$ cat src/ptp_pkg.sv
// Purpose: shared constants and types of the prescaled period timer
// Assumes: 32-bit AXI4-Lite register window, 8-bit registers in low bits
// Notes:   offsets are byte addresses, one aligned word each
package ptp_pkg;
    localparam int          ADDR_W      = 8;
    localparam int          DATA_W      = 32;
    localparam int          REG_W       = 8;

    localparam logic [7:0]  OFF_CTRL    = 8'h00;
    localparam logic [7:0]  OFF_COUNT   = 8'h04;
    localparam logic [7:0]  OFF_LIMIT   = 8'h08;
    localparam logic [7:0]  OFF_FLAGS   = 8'h0C;
    localparam logic [7:0]  OFF_ENABLES = 8'h10;
    localparam logic [7:0]  OFF_PRIOS   = 8'h14;

    localparam logic [7:0]  COUNT_RST   = 8'h00;
    localparam logic [7:0]  LIMIT_RST   = 8'hFF;
    localparam logic [7:0]  CTRL_RST    = 8'h00;
    localparam logic [7:0]  ZERO_BYTE   = 8'h00;
    localparam logic [7:0]  COUNT_STEP  = 8'h01;

    // match flag, enable and priority share this position in their registers
    localparam int          MATCH_BIT   = 1;

    // instruction rate is the system clock divided by this
    localparam int          QUARTER_DIV = 4;
    localparam logic [1:0]  QUARTER_END = 2'(QUARTER_DIV - 1);

    localparam logic [1:0]  PS_DIV1     = 2'h0;
    localparam logic [1:0]  PS_DIV4     = 2'h1;
    localparam logic [1:0]  PS4_END     = 2'h3;
    localparam logic [3:0]  PS16_END    = 4'hF;
    localparam int          PS_HI_BIT   = 1;

    localparam logic [1:0]  RESP_OKAY   = 2'h0;
    localparam logic [1:0]  RESP_SLVERR = 2'h2;

    typedef struct packed {
        logic       unused;
        logic [3:0] postscale;
        logic       run;
        logic [1:0] prescale;
    } ptp_ctrl_s;

    typedef enum {
        REG_CTRL,
        REG_COUNT,
        REG_LIMIT,
        REG_FLAGS,
        REG_ENABLES,
        REG_PRIOS,
        REG_NONE
    } ptp_reg_e;
endpackage

$ cat src/ptp_prescaler.sv
// Purpose: quarter-rate divider and 1/4/16 input prescaler
// Assumes: clear is a one-cycle pulse from register writes
// Notes:   tick is combinational, one aclk wide
`timescale 1ns/10ps
module ptp_prescaler (
    input  wire logic       aclk,
    input  wire logic       aresetn,
    input  wire logic       run,
    input  wire logic [1:0] select,
    input  wire logic       clear,
    output logic            tick
);
    logic [1:0] quarter;
    logic [1:0] next_quarter;
    logic [3:0] pre;
    logic [3:0] next_pre;
    logic       instr_tick;

    always_comb begin
        instr_tick   = run && (quarter == ptp_pkg::QUARTER_END);
        next_quarter = run ? quarter + 2'h1 : quarter;
        next_pre     = pre;
        if (clear) begin
            next_pre = 4'h0;
        end else if (instr_tick) begin
            next_pre = pre + 4'h1;
        end
        if (select == ptp_pkg::PS_DIV1) begin
            tick = instr_tick;
        end else if (select == ptp_pkg::PS_DIV4) begin
            tick = instr_tick && (pre[1:0] == ptp_pkg::PS4_END);
        end else begin
            tick = instr_tick && (pre == ptp_pkg::PS16_END);
        end
        if (clear) begin
            tick = 1'b0;
        end
    end

    always_ff @(posedge aclk) begin
        if (!aresetn) begin
            quarter <= 2'h0;
            pre     <= 4'h0;
        end else begin
            quarter <= next_quarter;
            pre     <= next_pre;
        end
    end
endmodule

$ cat src/ptp_postscaler.sv
// Purpose: 1 to 16 postscaler counting period matches
// Assumes: match is a one-cycle pulse
// Notes:   event is combinational, one aclk wide
`timescale 1ns/10ps
module ptp_postscaler (
    input  wire logic       aclk,
    input  wire logic       aresetn,
    input  wire logic       match,
    input  wire logic [3:0] ratio,
    input  wire logic       clear,
    output logic            event_out
);
    logic [3:0] cnt;
    logic [3:0] next_cnt;

    always_comb begin
        event_out = match && !clear && (cnt == ratio);
        next_cnt  = cnt;
        if (clear) begin
            next_cnt = 4'h0;
        end else if (event_out) begin
            next_cnt = 4'h0;
        end else if (match) begin
            next_cnt = cnt + 4'h1;
        end
    end

    always_ff @(posedge aclk) begin
        if (!aresetn) begin
            cnt <= 4'h0;
        end else begin
            cnt <= next_cnt;
        end
    end
endmodule

$ cat src/ptp_timer.sv
// Purpose: 8-bit prescaled period timer with AXI4-Lite registers
// Assumes: aclk is the oscillator clock; instruction rate is a quarter of it
// Notes:   registers are 8 bits in the low byte of each word
//
// The AXI4-Lite register port and the placing of the registers were chosen for this implementation.
`timescale 1ns/10ps
module ptp_timer (
    input  wire logic                        aclk,
    input  wire logic                        aresetn,
    input  wire logic [ptp_pkg::ADDR_W-1:0]  s_axi_awaddr,
    input  wire logic                        s_axi_awvalid,
    output logic                             s_axi_awready,
    input  wire logic [ptp_pkg::DATA_W-1:0]  s_axi_wdata,
    input  wire logic [3:0]                  s_axi_wstrb,
    input  wire logic                        s_axi_wvalid,
    output logic                             s_axi_wready,
    output logic [1:0]                       s_axi_bresp,
    output logic                             s_axi_bvalid,
    input  wire logic                        s_axi_bready,
    input  wire logic [ptp_pkg::ADDR_W-1:0]  s_axi_araddr,
    input  wire logic                        s_axi_arvalid,
    output logic                             s_axi_arready,
    output logic [ptp_pkg::DATA_W-1:0]       s_axi_rdata,
    output logic [1:0]                       s_axi_rresp,
    output logic                             s_axi_rvalid,
    input  wire logic                        s_axi_rready,
    output logic                             pwm_time_base,
    output logic                             serial_shift_clk,
    output logic                             irq_req,
    output logic                             irq_priority
);
    localparam int RW = ptp_pkg::REG_W;

    function automatic ptp_pkg::ptp_reg_e decode(input logic [ptp_pkg::ADDR_W-1:0] addr);
        case (addr)
            ptp_pkg::OFF_CTRL:    decode = ptp_pkg::REG_CTRL;
            ptp_pkg::OFF_COUNT:   decode = ptp_pkg::REG_COUNT;
            ptp_pkg::OFF_LIMIT:   decode = ptp_pkg::REG_LIMIT;
            ptp_pkg::OFF_FLAGS:   decode = ptp_pkg::REG_FLAGS;
            ptp_pkg::OFF_ENABLES: decode = ptp_pkg::REG_ENABLES;
            ptp_pkg::OFF_PRIOS:   decode = ptp_pkg::REG_PRIOS;
            default:              decode = ptp_pkg::REG_NONE;
        endcase
    endfunction

    // bus state
    logic                       aw_full;
    logic                       next_aw_full;
    logic [ptp_pkg::ADDR_W-1:0] aw_addr;
    logic [ptp_pkg::ADDR_W-1:0] next_aw_addr;
    logic                       w_full;
    logic                       next_w_full;
    logic [RW-1:0]              w_data;
    logic [RW-1:0]              next_w_data;
    logic                       w_lane;
    logic                       next_w_lane;
    logic                       next_awready;
    logic                       next_wready;
    logic [1:0]                 next_bresp;
    logic                       next_bvalid;
    logic                       next_arready;
    logic [ptp_pkg::DATA_W-1:0] next_rdata;
    logic [1:0]                 next_rresp;
    logic                       next_rvalid;

    // timer state
    ptp_pkg::ptp_ctrl_s         ctrl;
    ptp_pkg::ptp_ctrl_s         next_ctrl;
    logic [RW-1:0]              count;
    logic [RW-1:0]              next_count;
    logic [RW-1:0]              limit;
    logic [RW-1:0]              next_limit;
    logic                       flag;
    logic                       next_flag;
    logic                       enable;
    logic                       next_enable;
    logic                       prio;
    logic                       next_prio;
    logic                       next_pwm;
    logic                       next_shift;
    logic                       next_irq;

    // decoded strobes
    logic                       wr_go;
    logic                       wr_en;
    ptp_pkg::ptp_reg_e          wr_reg;
    ptp_pkg::ptp_reg_e          rd_reg;
    logic                       scaler_clear;
    logic                       tick;
    logic                       hit;
    logic                       post_evt;

    ptp_prescaler u_pre (
        .aclk    (aclk),
        .aresetn (aresetn),
        .run     (ctrl.run),
        .select  (ctrl.prescale),
        .clear   (scaler_clear),
        .tick    (tick)
    );

    ptp_postscaler u_post (
        .aclk      (aclk),
        .aresetn   (aresetn),
        .match     (hit),
        .ratio     (ctrl.postscale),
        .clear     (scaler_clear),
        .event_out (post_evt)
    );

    // write channel: address and data taken in either order
    always_comb begin
        next_aw_full = aw_full;
        next_aw_addr = aw_addr;
        next_w_full  = w_full;
        next_w_data  = w_data;
        next_w_lane  = w_lane;
        next_bvalid  = s_axi_bvalid;
        next_bresp   = s_axi_bresp;
        wr_go        = aw_full && w_full && !s_axi_bvalid;
        wr_reg       = decode(aw_addr);
        wr_en        = wr_go && w_lane;
        if (s_axi_awvalid && s_axi_awready) begin
            next_aw_full = 1'b1;
            next_aw_addr = s_axi_awaddr;
        end
        if (s_axi_wvalid && s_axi_wready) begin
            next_w_full = 1'b1;
            next_w_data = s_axi_wdata[RW-1:0];
            next_w_lane = s_axi_wstrb[0];
        end
        if (s_axi_bvalid && s_axi_bready) begin
            next_bvalid = 1'b0;
        end
        if (wr_go) begin
            next_aw_full = 1'b0;
            next_w_full  = 1'b0;
            next_bvalid  = 1'b1;
            next_bresp   = (wr_reg == ptp_pkg::REG_NONE) ?
                           ptp_pkg::RESP_SLVERR : ptp_pkg::RESP_OKAY;
        end
        next_awready = !next_aw_full;
        next_wready  = !next_w_full;
    end

    // read channel: one outstanding read
    always_comb begin
        next_rvalid = s_axi_rvalid;
        next_rdata  = s_axi_rdata;
        next_rresp  = s_axi_rresp;
        rd_reg      = decode(s_axi_araddr);
        if (s_axi_rvalid && s_axi_rready) begin
            next_rvalid = 1'b0;
        end
        if (s_axi_arvalid && s_axi_arready) begin
            next_rvalid = 1'b1;
            next_rresp  = ptp_pkg::RESP_OKAY;
            next_rdata  = '0;
            case (rd_reg)
                ptp_pkg::REG_CTRL: begin
                    next_rdata[RW-1:0] = {1'b0, ctrl[RW-2:0]};
                end
                ptp_pkg::REG_COUNT: begin
                    next_rdata[RW-1:0] = count;
                end
                ptp_pkg::REG_LIMIT: begin
                    next_rdata[RW-1:0] = limit;
                end
                ptp_pkg::REG_FLAGS: begin
                    next_rdata[ptp_pkg::MATCH_BIT] = flag;
                end
                ptp_pkg::REG_ENABLES: begin
                    next_rdata[ptp_pkg::MATCH_BIT] = enable;
                end
                ptp_pkg::REG_PRIOS: begin
                    next_rdata[ptp_pkg::MATCH_BIT] = prio;
                end
                default: begin
                    next_rresp = ptp_pkg::RESP_SLVERR;
                end
            endcase
        end
        next_arready = !next_rvalid;
    end

    // timer core
    always_comb begin
        next_ctrl   = ctrl;
        next_limit  = limit;
        next_enable = enable;
        next_prio   = prio;
        next_count  = count;
        next_flag   = flag;
        next_shift  = serial_shift_clk;
        scaler_clear = wr_en && (wr_reg == ptp_pkg::REG_CTRL || wr_reg == ptp_pkg::REG_COUNT);
        hit = tick && !scaler_clear && (count == limit);
        next_pwm = hit;
        if (hit) begin
            next_shift = !serial_shift_clk;
        end
        if (wr_en && wr_reg == ptp_pkg::REG_CTRL) begin
            next_ctrl = ptp_pkg::ptp_ctrl_s'(w_data);
            next_ctrl.unused = 1'b0;
        end
        if (wr_en && wr_reg == ptp_pkg::REG_LIMIT) begin
            next_limit = w_data;
        end
        if (wr_en && wr_reg == ptp_pkg::REG_ENABLES) begin
            next_enable = w_data[ptp_pkg::MATCH_BIT];
        end
        if (wr_en && wr_reg == ptp_pkg::REG_PRIOS) begin
            next_prio = w_data[ptp_pkg::MATCH_BIT];
        end
        if (wr_en && wr_reg == ptp_pkg::REG_COUNT) begin
            next_count = w_data;
        end else if (hit) begin
            next_count = ptp_pkg::ZERO_BYTE;
        end else if (tick) begin
            next_count = count + ptp_pkg::COUNT_STEP;
        end
        if (wr_en && wr_reg == ptp_pkg::REG_FLAGS) begin
            next_flag = w_data[ptp_pkg::MATCH_BIT];
        end
        if (post_evt) begin
            next_flag = 1'b1;
        end
        next_irq = next_flag && next_enable;
    end

    always_ff @(posedge aclk) begin
        if (!aresetn) begin
            aw_full       <= 1'b0;
            aw_addr       <= '0;
            w_full        <= 1'b0;
            w_data        <= '0;
            w_lane        <= 1'b0;
            s_axi_awready <= 1'b0;
            s_axi_wready  <= 1'b0;
            s_axi_bresp   <= ptp_pkg::RESP_OKAY;
            s_axi_bvalid  <= 1'b0;
            s_axi_arready <= 1'b0;
            s_axi_rdata   <= '0;
            s_axi_rresp   <= ptp_pkg::RESP_OKAY;
            s_axi_rvalid  <= 1'b0;
        end else begin
            aw_full       <= next_aw_full;
            aw_addr       <= next_aw_addr;
            w_full        <= next_w_full;
            w_data        <= next_w_data;
            w_lane        <= next_w_lane;
            s_axi_awready <= next_awready;
            s_axi_wready  <= next_wready;
            s_axi_bresp   <= next_bresp;
            s_axi_bvalid  <= next_bvalid;
            s_axi_arready <= next_arready;
            s_axi_rdata   <= next_rdata;
            s_axi_rresp   <= next_rresp;
            s_axi_rvalid  <= next_rvalid;
        end
    end

    always_ff @(posedge aclk) begin
        if (!aresetn) begin
            ctrl             <= ptp_pkg::ptp_ctrl_s'(ptp_pkg::CTRL_RST);
            count            <= ptp_pkg::COUNT_RST;
            limit            <= ptp_pkg::LIMIT_RST;
            flag             <= 1'b0;
            enable           <= 1'b0;
            prio             <= 1'b0;
            pwm_time_base    <= 1'b0;
            serial_shift_clk <= 1'b0;
            irq_req          <= 1'b0;
            irq_priority     <= 1'b0;
        end else begin
            ctrl             <= next_ctrl;
            count            <= next_count;
            limit            <= next_limit;
            flag             <= next_flag;
            enable           <= next_enable;
            prio             <= next_prio;
            pwm_time_base    <= next_pwm;
            serial_shift_clk <= next_shift;
            irq_req          <= next_irq;
            irq_priority     <= next_prio;
        end
    end
endmodule

$ cat config.mk
export PLATFORM = sky130hd
export DESIGN_NAME = ptp_timer
export DESIGN_NICKNAME = d
export VERILOG_FILES = /design/src/ptp_pkg.sv /design/src/ptp_prescaler.sv /design/src/ptp_postscaler.sv /design/src/ptp_timer.sv
export SDC_FILE = /design/constraint.sdc
export NUM_CORES = 1
export LEC_CHECK = 0
export ABC_AREA = 1
export BUFFER_PORTS_ARGS = -buffer_cell sky130_fd_sc_hd__buf_2
export CORE_MARGIN = 10
export CORE_UTILIZATION = 56
export CTS_CLUSTER_DIAMETER = 200
export DETAILED_ROUTE_END_ITERATION = 16
export PLACE_DENSITY = 0.95
export SLEW_MARGIN = 15
export SYNTH_ARGS = -nofsm -noshare
export SYNTH_HDL_FRONTEND = slang
export SYNTH_SLANG_ARGS = --single-unit
$ cat constraint.sdc
create_clock -name aclk -period 4.89 [get_ports aclk]
set_input_delay 0.978 -clock aclk [delete_from_list [all_inputs] [get_ports aclk]]
set_output_delay 0.978 -clock aclk [all_outputs]
set_load 0.1 [all_outputs]
==> results.toml <==
[job]
drv.max_cap_violation_count = 0

[hold_path]
hp_start = "s_axi_rdata[4]"
whs_path_depth = 2
hold_path.class = "reg -> reg"
hold_end = "s_axi_rdata[4]"

[placement]
placed_cells_incl_taps = 626
numPortBuffers = 50
dpl.hpwl_um = 6723
globalplace.congestion = 0.9299

[timing]
grt_setup_unrepaired = "no"
post-route-period-util_pct = 55.02
final.setup_skew_ns = 0.008170
hold_viol = 0
final.min_clock_period_ns = 2.691
slew_viol_final = 0
maxSlewHeadroom_pct = 43.54
whs_ns = 0.4636
timing.final.setup_violations = 0
worst-slew-pin-transition_ns = 0.8418
fin_setup_tns_ns = 0
max_freq_mhz = 371.7

[logic_synthesis]
synth_sequential_area_ratio_pct = 38.40
avgSynthCellArea_um2 = 7.419
synth.lib_cells_used.distinct = 42
postSynthCellCount = 513
synthXorXnorAreaFrac_pct = 4.832
yosys-mux-area-fraction_pct = 0
synth_seq_cells = 73
yosys.area_share.adder_pct = 1.644
post_synth_instance_area_um2 = 3806
yosys_warnings = 0
share_of_the_synthesized_area_in_compound_gates_ao_oa_aoi_oai_pct = 13.28
synth_top_family_by_area = "simple AND/OR/NAND/NOR gates"
post_synth_simple_gate_area_pct = 29.26

[final_layout]
final_cells = 642
diodes = 0
multi_input_comb_area_um2 = 1963
drive_above_1_share_pct = 18.05
finish.net_count = 624
area.sequential_um2 = 1461
num-fill-cells = 553
finalCoreUtilization_pct = 64.06
flow.area_growth_from_synthesis_pct = 8.711

[setup_path]
setup.worst_path.start_class = "input port"
path_class = "in -> reg"
r2r-end = "count[2]"
critPathCaptureType = "flop"
worst_case_reg_to_reg_path_depth = 9
worst-endpoint-required_ns = 5.16
critPathArrivalTime_ns = 2.96
worst_r2r_startpoint = "count[0]"
r2r_slack_ns = 3.04
critPathMaxFanout = 7

[clock_tree]
cts_resized = 0
cts.htree.levels = 3
numCtsBuffers = 9
clock_sinks = 73
cts-hold-fix-buffers = 0
root_buffer = "sky130_fd_sc_hd__clkbuf_8"
clock_path_buffers = 2
clock_insertion_delay_worst_skew_ns = 0.35
cts_tree = "built"
cts_post_setup_buffers_inserted = 0
clkSlewWorstSetupHoldPaths_ns = 0.08

[drt]
first_pass_iters = 5
routedWlPerCell_um = 13.72
num_vias = 3424
detailed_route_drc_error_count = 0
routed_wl_um = 8807
post_drt_via_cell_ratio = 5.333
met3RoutedLength_um = 799
drt_first_iter_violations = 249
route.top_layer_used = "met4"
met2WireLength_um = 4132
routedLengthMet1_um = 3700
antenna_violating_nets_post_route = 0

[grt]
grt_use_total_pct = 17.21
grt.overflow.total = 0
grt_max_degree = 40
initial_antenna_violation_count = 0
grt_pass1_vias = 3488
wire_length_of_the_first_global_routing_pass_um = 14840

[die]
dieArea_um2 = 10490
initial_util_pct = 58.93
floorplan.die.height_um = 102.4
die-width_um = 102.4
area_of_the_core_um2 = 6459
row_count = 29
pin_count = 104

[power]
irDropWorstVdd_mv = 0.3060
power_switching_share_pct = 33.16
seqPwrFrac_pct = 50.3
clock_power_share_pct = 32.5
power_density_nw_per_um2 = 297.6
power.net_switching_uw = 408.4
power_frac_comb_pct = 17.2
power_leakage_nw = 1.910
p_int_uw = 823.1

[run_status]
run_status = "complete, no violations"
cell type report:
cell class	count	area share (%)
Clock inverter	6	0.8467
Inverter	53	4.929
Tap cell	77	2.328
Multi-Input combinational cell	373	47.44
Clock buffer	10	3.084
Timing Repair Buffer	50	6.048
Sequential cell	73	35.32
critical path, stage by stage:
cell                      delay [ns]
sky130_fd_sc_hd__buf_2          0.11
sky130_fd_sc_hd__nor2_4         0.15
sky130_fd_sc_hd__nand2_2        0.10
sky130_fd_sc_hd__nor2_1         0.23
sky130_fd_sc_hd__inv_1          0.14
sky130_fd_sc_hd__ha_1           0.26
sky130_fd_sc_hd__o21ai_4        0.08
sky130_fd_sc_hd__nand2_2        0.08
sky130_fd_sc_hd__nor3_2         0.44
sky130_fd_sc_hd__nand2_1        0.11
sky130_fd_sc_hd__nand3_1        0.11
sky130_fd_sc_hd__nand2_1        0.06
sky130_fd_sc_hd__a21oi_1        0.12
Yosys cell counts (all sizes together):
library cell / instances / area [um2]
nand2: 100 / 414.2
nor4: 2 / 18.77
nand3b: 3 / 35.03
o21ai: 37 / 196.4
buf: 32 / 245.2
inv: 51 / 196.4
ha: 5 / 62.56
nand3: 41 / 210.2
a21oi: 45 / 229.0
nor2: 67 / 306.6
o2111ai: 1 / 8.760
xnor2: 5 / 43.79
or2: 3 / 18.77
o21bai: 1 / 7.510
conb: 1 / 3.750
dfxtp: 73 / 1461
clkbuf: 7 / 26.28
xor2: 16 / 140.1
o211ai: 7 / 52.55
nor3: 7 / 66.32
nand4: 6 / 43.79
a32o: 1 / 11.26
clkinv: 2 / 7.510
power groups by stage:
stage / Sequential (mW) / Clock [mW] / Combinational, mW
floorplan: 0.661 / 0 / 0.166
detailed placement: 0.633 / 0 / 0.210
global route: 0.621 / 0.434 / 0.225
global placement: 0.632 / 0 / 0.205
finish: 0.619 / 0.401 / 0.211
CTS: 0.619 / 0.409 / 0.210
cell usage in the layout, fill, tap and decap left out, types with 5 or more instances in the layout:
cell type	instances
sky130_fd_sc_hd__nand4_1	5
sky130_fd_sc_hd__nand2_1	92
sky130_fd_sc_hd__conb_1	26
sky130_fd_sc_hd__buf_2	50
sky130_fd_sc_hd__xnor2_1	5
sky130_fd_sc_hd__nor2_4	7
sky130_fd_sc_hd__dfxtp_1	73
sky130_fd_sc_hd__o211ai_1	7
sky130_fd_sc_hd__a21oi_1	44
sky130_fd_sc_hd__clkbuf_8	9
sky130_fd_sc_hd__nand3_1	40
sky130_fd_sc_hd__ha_1	5
sky130_fd_sc_hd__xor2_1	16
sky130_fd_sc_hd__inv_1	45
sky130_fd_sc_hd__o21ai_0	33
sky130_fd_sc_hd__nand2_2	6
sky130_fd_sc_hd__nor2_1	59
layer usage:
metal	track usage, %	up-vias
met2	29.64	157
met4	6.941	0
met3	5.466	24
li1	-	1705
met5	0	-
met1	19.26	1538
state kept, by name, indices dropped and copies added, names as in the netlist, 2 cells and up:
| name | cells |
|---|---|
| aw_addr | 8 |
| count | 8 |
| ctrl | 7 |
| limit | 8 |
| s_axi_rdata | 8 |
| u_post.cnt | 4 |
| u_pre.pre | 4 |
| u_pre.quarter | 2 |
| w_data | 8 |
per-stage QoR:
| step | cell area [um2] | power [mW] | setup WS (ns) |
|---|---|---|---|
| 4_1_cts | 4138 | 1.238 | 2.224 |
| 5_1_grt | 4138 | 1.280 | 2.017 |
| 3_3_place_gp | 3975 | 0.8371 | 1.943 |
| 3_5_place_dp | 3975 | 0.8426 | 1.871 |
| 2_1_floorplan | 3900 | 0.8263 | 2.347 |
| 6_report | 4138 | 1.232 | 2.199 |
how the worst max path moves through the flow:
stage / from / endpoint / slack, ns / cells after the start
5_1_grt: s_axi_araddr[1] / s_axi_rdata[2] / 2.02 / 13
3_5_place_dp: s_axi_araddr[1] / s_axi_rdata[6] / 1.87 / 13
6_report: s_axi_araddr[1] / s_axi_rdata[2] / 2.20 / 13
3_3_place_gp: s_axi_araddr[1] / s_axi_rdata[2] / 1.94 / 13
2_1_floorplan: s_axi_araddr[1] / s_axi_rdata[6] / 2.35 / 12
4_1_cts: s_axi_araddr[1] / s_axi_rdata[6] / 2.22 / 13
logic make-up after synthesis:
group	after synthesis
AOI/OAI and AO/OA	92
xor gates and xnor gates	21
adders and majority gates	5
buffers and inverters	92
DFF	73
other	1
and+or+nand+nor	229
(Power assumes the default switching activity.)
